File: src/rtl/gps_pkg.sv
package gps_pkg;

  localparam int ADDR_W = 8;

  // Register byte offsets, one aligned word each.
  localparam logic [ADDR_W-1:0] OFF_DIR   = 8'h00;
  localparam logic [ADDR_W-1:0] OFF_PIN   = 8'h04;
  localparam logic [ADDR_W-1:0] OFF_LAT   = 8'h08;
  localparam logic [ADDR_W-1:0] OFF_ANSEL = 8'h0c;
  localparam logic [ADDR_W-1:0] OFF_WPU   = 8'h10;
  localparam logic [ADDR_W-1:0] OFF_STEER = 8'h14;

  // Reset values, and the mask of implemented analog-select bits.
  localparam logic [7:0] DIR_RST   = 8'hff;
  localparam logic [7:0] LAT_RST   = 8'h00;
  localparam logic [7:0] ANSEL_RST = 8'h2f;
  localparam logic [7:0] ANSEL_IMP = 8'h2f;
  localparam logic [7:0] WPU_RST   = 8'h00;
  localparam logic [7:0] STEER_RST = 8'h00;

  // Steering bit positions.
  localparam int SEL_M1_PWM_B = 0;
  localparam int SEL_M1_PWM_C = 1;
  localparam int SEL_M2_CAP   = 2;
  localparam int SEL_M2_PWM_B = 3;
  localparam int SEL_M2_PWM_C = 4;
  localparam int SEL_M2_PWM_D = 5;
  localparam int SEL_M3_PWM_B = 6;
  localparam int SEL_M3_PWM_C = 7;

  // Pin number on port E (select 0) and port D (select 1), per function but 2 (capture: C1 or E7),
  // three bits per function, function 0 in the low bits.
  localparam logic [23:0] FUNC_PIN = {3'h3, 3'h4, 3'h0, 3'h1, 3'h2,
                                      3'h7, 3'h5, 3'h6};
  localparam int CAP_ALT_PIN = 7;

  localparam logic [1:0] RESP_OKAY   = 2'h0;
  localparam logic [1:0] RESP_SLVERR = 2'h2;

endpackage

File: src/rtl/gps_port_top.sv
`timescale 1ns/10ps

module gps_port_top
(
  input  wire logic        clk_sys,
  input  wire logic        rst_n,
  input  wire logic [7:0]  s_axi_awaddr,
  input  wire logic        s_axi_awvalid,
  output logic             s_axi_awready,
  input  wire logic [31:0] s_axi_wdata,
  input  wire logic [3:0]  s_axi_wstrb,
  input  wire logic        s_axi_wvalid,
  output logic             s_axi_wready,
  output logic [1:0]       s_axi_bresp,
  output logic             s_axi_bvalid,
  input  wire logic        s_axi_bready,
  input  wire logic [7:0]  s_axi_araddr,
  input  wire logic        s_axi_arvalid,
  output logic             s_axi_arready,
  output logic [31:0]      s_axi_rdata,
  output logic [1:0]       s_axi_rresp,
  output logic             s_axi_rvalid,
  input  wire logic        s_axi_rready,
  input  wire logic [7:0]  padAIn,
  output logic [7:0]       padAOut,
  output logic [7:0]       padAOe,
  output logic [7:0]       weakPullupA,
  output logic [7:0]       analogSelA,
  input  wire logic [7:0]  perAEn,
  input  wire logic [7:0]  perAVal,
  input  wire logic [7:0]  funcOut,
  input  wire logic [7:0]  funcOe,
  input  wire logic        padC1In,
  input  wire logic        padE7In,
  output logic [6:0]       ovrDEn,
  output logic [6:0]       ovrDVal,
  output logic [7:0]       ovrEEn,
  output logic [7:0]       ovrEVal,
  output logic             ovrC1En,
  output logic             ovrC1Val,
  output logic             captureIn
);

  logic [7:0]  dirQ;
  logic [7:0]  latQ;
  logic [7:0]  anselQ;
  logic [7:0]  wpuQ;
  logic [7:0]  steerQ;
  logic [7:0]  padSync1Q;
  logic [7:0]  padSync2Q;
  logic [1:0]  capSync1Q;
  logic [1:0]  capSync2Q;
  logic [7:0]  pinRead;
  logic [7:0]  awAddrQ;
  logic [31:0] wDataQ;
  logic [3:0]  wStrbQ;
  logic        awGotQ;
  logic        wGotQ;
  logic        wrFire;
  logic [7:0]  rmwMask;
  logic [7:0]  rmwVal;
  logic [7:0]  dEn;
  logic [7:0]  dVal;
  logic [7:0]  eEn;
  logic [7:0]  eVal;
  logic        c1En;
  logic        c1Val;
  logic [2:0]  pinIdx;

  function automatic logic isMapped(input logic [7:0] addr);
    return addr == gps_pkg::OFF_DIR || addr == gps_pkg::OFF_PIN ||
           addr == gps_pkg::OFF_LAT || addr == gps_pkg::OFF_ANSEL ||
           addr == gps_pkg::OFF_WPU || addr == gps_pkg::OFF_STEER;
  endfunction

  // Pad levels cross into the clock domain through two flip-flops.
  always_ff @(posedge clk_sys or negedge rst_n)
  begin
    if (!rst_n)
    begin
      padSync1Q <= 8'h00;
      padSync2Q <= 8'h00;
      capSync1Q <= 2'h0;
      capSync2Q <= 2'h0;
    end
    else
    begin
      padSync1Q <= padAIn;
      padSync2Q <= padSync1Q;
      capSync1Q <= {padE7In, padC1In};
      capSync2Q <= capSync1Q;
    end
  end

  // Analog pins have their input buffer off and read as zero.
  assign pinRead = padSync2Q & ~anselQ;

  // Write path: address and data are taken in either order.
  assign wrFire = awGotQ && wGotQ && !s_axi_bvalid;

  // Byte lane 1, when enabled, marks the bits that a port write addresses;
  // the other bits are refilled from the pins.
  assign rmwMask = wStrbQ[1] ? wDataQ[15:8] : 8'hff;
  assign rmwVal  = (pinRead & ~rmwMask) | (wDataQ[7:0] & rmwMask);

  always_ff @(posedge clk_sys or negedge rst_n)
  begin
    if (!rst_n)
    begin
      s_axi_awready <= 1'b1;
      s_axi_wready  <= 1'b1;
      awGotQ        <= 1'b0;
      wGotQ         <= 1'b0;
      awAddrQ       <= 8'h00;
      wDataQ        <= 32'h0000_0000;
      wStrbQ        <= 4'h0;
      s_axi_bvalid  <= 1'b0;
      s_axi_bresp   <= gps_pkg::RESP_OKAY;
    end
    else
    begin
      if (s_axi_awvalid && s_axi_awready)
      begin
        awAddrQ       <= s_axi_awaddr;
        awGotQ        <= 1'b1;
        s_axi_awready <= 1'b0;
      end
      if (s_axi_wvalid && s_axi_wready)
      begin
        wDataQ       <= s_axi_wdata;
        wStrbQ       <= s_axi_wstrb;
        wGotQ        <= 1'b1;
        s_axi_wready <= 1'b0;
      end
      if (wrFire)
      begin
        awGotQ       <= 1'b0;
        wGotQ        <= 1'b0;
        s_axi_bvalid <= 1'b1;
        s_axi_bresp  <= isMapped(awAddrQ) ? gps_pkg::RESP_OKAY
                                          : gps_pkg::RESP_SLVERR;
      end
      if (s_axi_bvalid && s_axi_bready)
      begin
        s_axi_bvalid  <= 1'b0;
        s_axi_awready <= 1'b1;
        s_axi_wready  <= 1'b1;
      end
    end
  end

  // Port registers.
  always_ff @(posedge clk_sys or negedge rst_n)
  begin
    if (!rst_n)
    begin
      dirQ   <= gps_pkg::DIR_RST;
      latQ   <= gps_pkg::LAT_RST;
      anselQ <= gps_pkg::ANSEL_RST;
      wpuQ   <= gps_pkg::WPU_RST;
      steerQ <= gps_pkg::STEER_RST;
    end
    else if (wrFire && wStrbQ[0])
    begin
      case (awAddrQ)
        gps_pkg::OFF_DIR:   dirQ   <= wDataQ[7:0];
        gps_pkg::OFF_PIN:   latQ   <= rmwVal;
        gps_pkg::OFF_LAT:   latQ   <= rmwVal;
        gps_pkg::OFF_ANSEL: anselQ <= wDataQ[7:0] & gps_pkg::ANSEL_IMP;
        gps_pkg::OFF_WPU:   wpuQ   <= wDataQ[7:0];
        gps_pkg::OFF_STEER: steerQ <= wDataQ[7:0];
        default:            steerQ <= steerQ;
      endcase
    end
  end

  // Read path: one read under way, answered the cycle after it is taken.
  always_ff @(posedge clk_sys or negedge rst_n)
  begin
    if (!rst_n)
    begin
      s_axi_arready <= 1'b1;
      s_axi_rvalid  <= 1'b0;
      s_axi_rdata   <= 32'h0000_0000;
      s_axi_rresp   <= gps_pkg::RESP_OKAY;
    end
    else if (s_axi_arvalid && s_axi_arready)
    begin
      s_axi_arready <= 1'b0;
      s_axi_rvalid  <= 1'b1;
      s_axi_rresp   <= isMapped(s_axi_araddr) ? gps_pkg::RESP_OKAY
                                              : gps_pkg::RESP_SLVERR;
      case (s_axi_araddr)
        gps_pkg::OFF_DIR:   s_axi_rdata <= {24'h000000, dirQ};
        gps_pkg::OFF_PIN:   s_axi_rdata <= {24'h000000, pinRead};
        gps_pkg::OFF_LAT:   s_axi_rdata <= {24'h000000, latQ};
        gps_pkg::OFF_ANSEL: s_axi_rdata <= {24'h000000, anselQ};
        gps_pkg::OFF_WPU:   s_axi_rdata <= {24'h000000, wpuQ};
        gps_pkg::OFF_STEER: s_axi_rdata <= {24'h000000, steerQ};
        default:            s_axi_rdata <= 32'h0000_0000;
      endcase
    end
    else if (s_axi_rvalid && s_axi_rready)
    begin
      s_axi_rvalid  <= 1'b0;
      s_axi_arready <= 1'b1;
    end
  end

  // Port A drivers. A peripheral owns its pin over the latch, and analog
  // select is left out of the drive path on purpose.
  always_ff @(posedge clk_sys or negedge rst_n)
  begin
    if (!rst_n)
    begin
      padAOe      <= 8'h00;
      padAOut     <= 8'h00;
      weakPullupA <= 8'h00;
      analogSelA  <= gps_pkg::ANSEL_RST;
    end
    else
    begin
      padAOe      <= perAEn | ~dirQ;
      padAOut     <= (perAEn & perAVal) | (~perAEn & latQ);
      weakPullupA <= wpuQ;
      analogSelA  <= anselQ;
    end
  end

  // Each steered function drives exactly one pin; the other is untouched.
  always_comb
  begin
    dEn    = 8'h00;
    dVal   = 8'h00;
    eEn    = 8'h00;
    eVal   = 8'h00;
    c1En   = 1'b0;
    c1Val  = 1'b0;
    pinIdx = 3'h0;
    for (int f = 0; f < 8; f++)
    begin
      pinIdx = gps_pkg::FUNC_PIN[f*3 +: 3];
      if (f == gps_pkg::SEL_M2_CAP)
      begin
        if (steerQ[f])
        begin
          eEn[gps_pkg::CAP_ALT_PIN]  = funcOe[f];
          eVal[gps_pkg::CAP_ALT_PIN] = funcOut[f];
        end
        else
        begin
          c1En  = funcOe[f];
          c1Val = funcOut[f];
        end
      end
      else if (steerQ[f])
      begin
        dEn[pinIdx]  = funcOe[f];
        dVal[pinIdx] = funcOut[f];
      end
      else
      begin
        eEn[pinIdx]  = funcOe[f];
        eVal[pinIdx] = funcOut[f];
      end
    end
  end

  always_ff @(posedge clk_sys or negedge rst_n)
  begin
    if (!rst_n)
    begin
      ovrDEn    <= 7'h00;
      ovrDVal   <= 7'h00;
      ovrEEn    <= 8'h00;
      ovrEVal   <= 8'h00;
      ovrC1En   <= 1'b0;
      ovrC1Val  <= 1'b0;
      captureIn <= 1'b0;
    end
    else
    begin
      ovrDEn    <= dEn[6:0];
      ovrDVal   <= dVal[6:0];
      ovrEEn    <= eEn;
      ovrEVal   <= eVal;
      ovrC1En   <= c1En;
      ovrC1Val  <= c1Val;
      captureIn <= steerQ[gps_pkg::SEL_M2_CAP] ? capSync2Q[1]
                                               : capSync2Q[0];
    end
  end
endmodule

File: config.mk
export PLATFORM = sky130hd
export DESIGN_NAME = gps_port_top
export DESIGN_NICKNAME = d
export VERILOG_FILES = /design/src/rtl/gps_pkg.sv /design/src/rtl/gps_port_top.sv
export SDC_FILE = /design/constraint.sdc
export NUM_CORES = 1
export LEC_CHECK = 0
export BUFFER_PORTS_ARGS = -buffer_cell sky130_fd_sc_hd__buf_2
export CORE_MARGIN = 2
export CORE_UTILIZATION = 30
export DETAILED_ROUTE_END_ITERATION = 16
export PLACE_DENSITY_LB_ADDON = 0.25
export SYNTH_ARGS = -nofsm -noshare
export SYNTH_HDL_FRONTEND = slang
export SYNTH_SLANG_ARGS = --single-unit
File: constraint.sdc
create_clock -name clk_sys -period 1.85 [get_ports clk_sys]
set_input_delay 0.0925 -clock clk_sys [delete_from_list [all_inputs] [get_ports clk_sys]]
set_output_delay 0.0925 -clock clk_sys [all_outputs]
set_load 0.02 [all_outputs]
# Word-level counts from Yosys, hierarchy flattened
# Cells that the tools add are included.
# W data, S select, Z words.
totals:
  ff_bits: 188
  inputBits: 101
  elab_cells: 139
op_classes:
  n_eq_ne: 10
  n_mux: 51
  bitwise_logic: 12
  reduce_logical: 33
op_table:
  columns: ["operator", "n"]
  rows:
  - ["$pmux W8 S6", 1]
  - ["$mux W1", 47]
  - ["$and A8 B8 Y8", 5]
  - ["$eq A8 B4 Y1 const B", 4]
  - ["$eq A8 B5 Y1 const B", 4]
  - ["$not A8 Y8", 3]
  - ["$or A8 B8 Y8", 3]
  - ["$eq A8 B3 Y1 const B", 2]
  - ["$logic_not A8 Y1", 2]
  - ["$reduce_bool A2 Y1", 6]
  - ["$logic_or A1 B1 Y1", 10]
  - ["$reduce_and A2 Y1", 5]
  - ["$logic_and A1 B1 Y1", 8]
  - ["$mux W8", 1]
  - ["$not A6 Y8", 1]
  - ["$mux W2", 2]
  - ["$reduce_or A2 Y1", 1]
  - ["$logic_not A1 Y1", 1]

# Depth between registers and ports, before layout
depth:
  ltp_word: 7
  ltp_mapped: 6
  depth_no_buf: 4

# Least setup slack after synthesis
# Ideal clock, no wire load.
synth_timing:
  path_kind: "register to register"
  start: "register awAddrQ[0]"
  end: "register steerQ[0]"
  setup_ns: 0.125
  arrival_time_ns: 1.853
  path_slack_ns: -0.128
  stages_incl_launch_ff: 6
  path_buffers: 1
  cell_sequence: "dfrtp_1 -> or4_4 -> nor3_4 -> and4bb_2 -> buf_6 -> mux2_2"
synth_between:
  elab_chain_len: 2
synth_rtl:
  columns: ["element", "line", "text"]
  rows:
  - ["start, declared", "gps_port_top.sv:54", "logic [7:0] awAddrQ;"]
  - ["start signal, assigned", "gps_port_top.sv:124", "awAddrQ <= s_axi_awaddr;"]
  - ["$eq A8 B5 Y1", "gps_port_top.sv:165", "case (awAddrQ)"]
  - ["$reduce_and A2 Y1 (no line)", null, null]
  - ["end signal, assigned", "gps_port_top.sv:161", "steerQ <= gps_pkg::STEER_RST;"]
  - ["end signal, assigned", "gps_port_top.sv:171", "gps_pkg::OFF_STEER: steerQ <= wDataQ[7:0];"]
  - ["end signal, assigned", "gps_port_top.sv:172", "default: steerQ <= steerQ;"]
  - ["end, declared", "gps_port_top.sv:48", "logic [7:0] steerQ;"]
# Every way passes these cells.
# A chain may end at the register's enable or synchronous reset.

# Worst setup path in the final report
layout_timing:
  start: "register awAddrQ[6]"
  end: "register steerQ[6]"
# Same word-level chain as after synthesis.

==> run_results.csv <==
group,metric,value,unit
setup_path,r2r_cells,4,
setup_path,startpoint,"awAddrQ[6]",
run_status,status,"finished with violations",
timing,setup_violations,37,
final_layout,fillCellCount,1945,
route,drtIter0Drc,140,
final_layout,multi_input_area,2110,um2
synthesis,ys_warn_count,0,
timing,fin_tns_setup,-2740,ps
power_and_ir_drop,leakagePower,4.32,nW
setup_path,path_class,"flip-flop to flip-flop",
final_layout,nets,794,
run_status,violations,"setup timing",
power_and_ir_drop,p_sw,2.83,mW
timing,drv_slew,0,
synthesis,yosys_register_bits,162,
power_and_ir_drop,p_seq_share,44.6,%
setup_path,endpoint,"steerQ[6]",
timing,skew,8.27,ps
cts,clock-root-buffer,"clkbuf_16",
power_and_ir_drop,powerDensity,1180,nW/um2
die,start_util,30.2,%
power_and_ir_drop,switching_share,26.6,%
die,pin_count,207,
setup_path,r2r_end,"steerQ[6]",
place,hpwl,10.6,mm
power_and_ir_drop,vdd_ir_drop_max,0.606,mV
power_and_ir_drop,p_clk_share,37.7,%
cts,cts.path.max_buffers,2,
die,die_w,149,um
route,drt_wl_total,15.0,mm
synthesis,ys_seq_area_share,64.8,%
cts,cts_num_sinks,162,
global_routing,grt_pass1_wl,23.5,mm
place,io_buffers,159,
setup_path,cp-end-kind,"flip-flop",
route,detail-route-antenna-nets,0,
route,vias,4199,
global_routing,track_usage,14.2,%
cts,cts_tree,"built",
route,drt-wirelength-per-cell,15.3,um
cts,clock_latency,420,ps
timing,rsz0062_at_grt,"true",
route,drtPass1Iterations,4,
die,dieArea,22200,um2
setup_path,crit_required,2150,ps
cts,path_clk_slew,70,ps
cts,htreeDepth,4,
timing,max_freq,500,MHz
final_layout,drive_gt1_share,45.9,%
timing,worst_slack,-150,ps
timing,period_needed,2000,ps
setup_path,reg2reg_slack,-150,ps
place,place.gp.congestion,0.814,
setup_path,worstReg2RegStart,"awAddrQ[6]",
cts,cts_buffers,17,
timing,hold_viol,0,
die,core.rowCount,53,
power_and_ir_drop,intPower,7.81,mW
synthesis,postSynthCellCount,429,
die,die_y,149,um
final_layout,top_register,"wDataQ",
place,preCtsSetupSlack,-306,ps
worst_hold_path,hp-class,"input pin to flip-flop",
global_routing,grt_overflow,0,
global_routing,grt_max_degree,52,
die,core,20800,um2
timing,finalCritPeriodShare,108,%
setup_path,cp.arrival,2300,ps
global_routing,grt_antenna_before_repair,0,
setup_path,cp-start-kind,"flip-flop",
route,viasPerCell,4.28,
synthesis,syn_area_per_cell,14.7,um2
synthesis,ys_types,42,
final_layout,n_antenna_cell,0,
route,drc,0,
final_layout,syn_to_final_growth,43.1,%
final_layout,regArea,4080,um2
setup_path,crit_fanout,8,
run,maxCapViolations,0,
synthesis,netlist_area,6300,um2
global_routing,grt_pass1_vias,4436,
final_layout,largest_reg_flops,16,
power_and_ir_drop,power_frac_comb,17.7,%
==> cells in the mapped netlist, drive strengths merged <==
cell type  number  area, um2
mux2i          12        120
mux4            2       45.0
nand2b         11       68.8
o21ai          15       75.1
and4bb          1       12.5
o2bb2ai         2       17.5
and4            1       10.0
a32o            3       30.0
xor2            1       8.76
mux2           84        946
buf            33        243
nand3           3       25.0
nor2b          29        181
a211o           1       8.76
nand2          11       41.3
a2111oi         1       27.5
and2           16        100
clkbuf          5       22.5
a31oi           3       18.8
a21oi           2       10.0
nand4           4       31.3
dfrtp         141       3530
inv             6       22.5
nor3            3       26.3
a22o            2       17.5
a32oi           3       26.3
or3             1       6.26
a211oi          1       7.51
nor2            4       15.0
a21boi          2       15.0
dfstp          21        552
nand3b          2       15.0
or4             2       18.8
conb            1       3.75
==> power groups by stage <==
stage | clock network (mW) | registers, mW | logic, mW
floorplan | 0 | 4.79 | 1.02
global placement | 0 | 4.78 | 1.67
detailed placement | 0 | 4.79 | 1.71
CTS | 4.13 | 4.75 | 1.90
global route | 4.30 | 4.85 | 2.07
finish | 4.01 | 4.75 | 1.88
==> worst min-delay path by stage <==
stage               startpoint        endpoint  depth (start not counted)
6_report       s_axi_araddr[5]  s_axi_rresp[1]                          4
5_1_grt        s_axi_araddr[5]  s_axi_rdata[3]                          4
4_1_cts        s_axi_araddr[5]  s_axi_rresp[1]                          4
3_5_place_dp             rst_n       ovrEEn[0]                          1
3_3_place_gp             rst_n       ovrEEn[0]                          1
2_1_floorplan            rst_n      awAddrQ[0]                          0
==> layout make-up <==
cell class / count / area share [%]
Inverter: 6 / 0.250
Clock buffer: 20 / 5.07
Tap cell: 275 / 3.82
Sequential cell: 162 / 45.3
Timing Repair Buffer: 255 / 19.6
Multi-Input combinational cell: 251 / 23.4
Clock inverter: 12 / 2.53
==> cells by family (layout without fill, tap and decap cells) <==
| logic type | after synthesis | in the layout | share of synthesized area, % |
|---|---|---|---|
| DFF | 162 | 162 | 64.8 |
| muxes | 98 | 98 | 17.6 |
| and+or+nand+nor | 88 | 88 | 8.76 |
| buffers and inverters | 44 | 293 | 4.57 |
| AOI/OAI and AO/OA | 35 | 35 | 4.03 |
| other | 1 | 29 | 0.0595 |
| xor gates and xnor gates | 1 | 1 | 0.139 |
==> cells in the final DEF (no fill, tap or decap), types with 2 or more instances in the layout <==
cell and count:
clkbuf_8 2, clkinv_4 3, bufinv_16 6, a32o_1 3
buf_12 3, mux4_2 2, clkbuf_16 17, buf_6 5
nand4_1 3, dfstp_2 21, buf_2 158, dfrtp_1 141
nand2b_1 11, nand2_1 11, nand3_4 2, nor2_1 4
conb_1 29, a21oi_1 2, inv_1 6, o21ai_0 15
a21boi_0 2, a32oi_1 3, nor3_1 2, mux2i_1 12
a31oi_1 3, dlygate4sd3_1 77, nor2b_1 29, nand3b_1 2
and2_1 16, mux2_4 13, mux2_2 71, a22o_1 2
buf_4 12, o2bb2ai_1 2
==> layer usage <==
metal  share of wire [%]  global-route usage [%]
met3                 5.3                    4.16
met4                 1.2                    4.43
met1                  44                    17.7
met5                   0                       0
met2                  50                    23.7
==> repair_timing <==
| item | 4_1_cts | 5_1_grt |
|---|---|---|
| buffers inserted | 2 | 0 |
| pin swaps | 3 | 1 |
| hold buffers | 77 | 0 |
| setup endpoints to repair | 37 | 37 |
| gates resized for setup | 17 | 6 |
| endpoints found under the hold margin | 137 | 0 |
==> per-stage QoR <==
stage	util, %	hold WS, ps	cells	cell area [um2]	power, mW
5_1_grt	43.3	124	981	9010	11.2
3_3_place_gp	35.8	65.6	871	7460	6.45
2_1_floorplan	-	-203	457	6400	5.81
4_1_cts	43.2	95.8	982	9000	10.8
6_report	43.3	120	981	9010	10.6
3_5_place_dp	35.8	76.1	871	7460	6.50
==> critical path: stages, from the launching register on <==
cell and delay (ps):
dfrtp_1 380, or4_4 560, nor3_4 190, and4bb_4 420
mux2_4 320
Note: power is estimated with default switching activity, not from simulation.
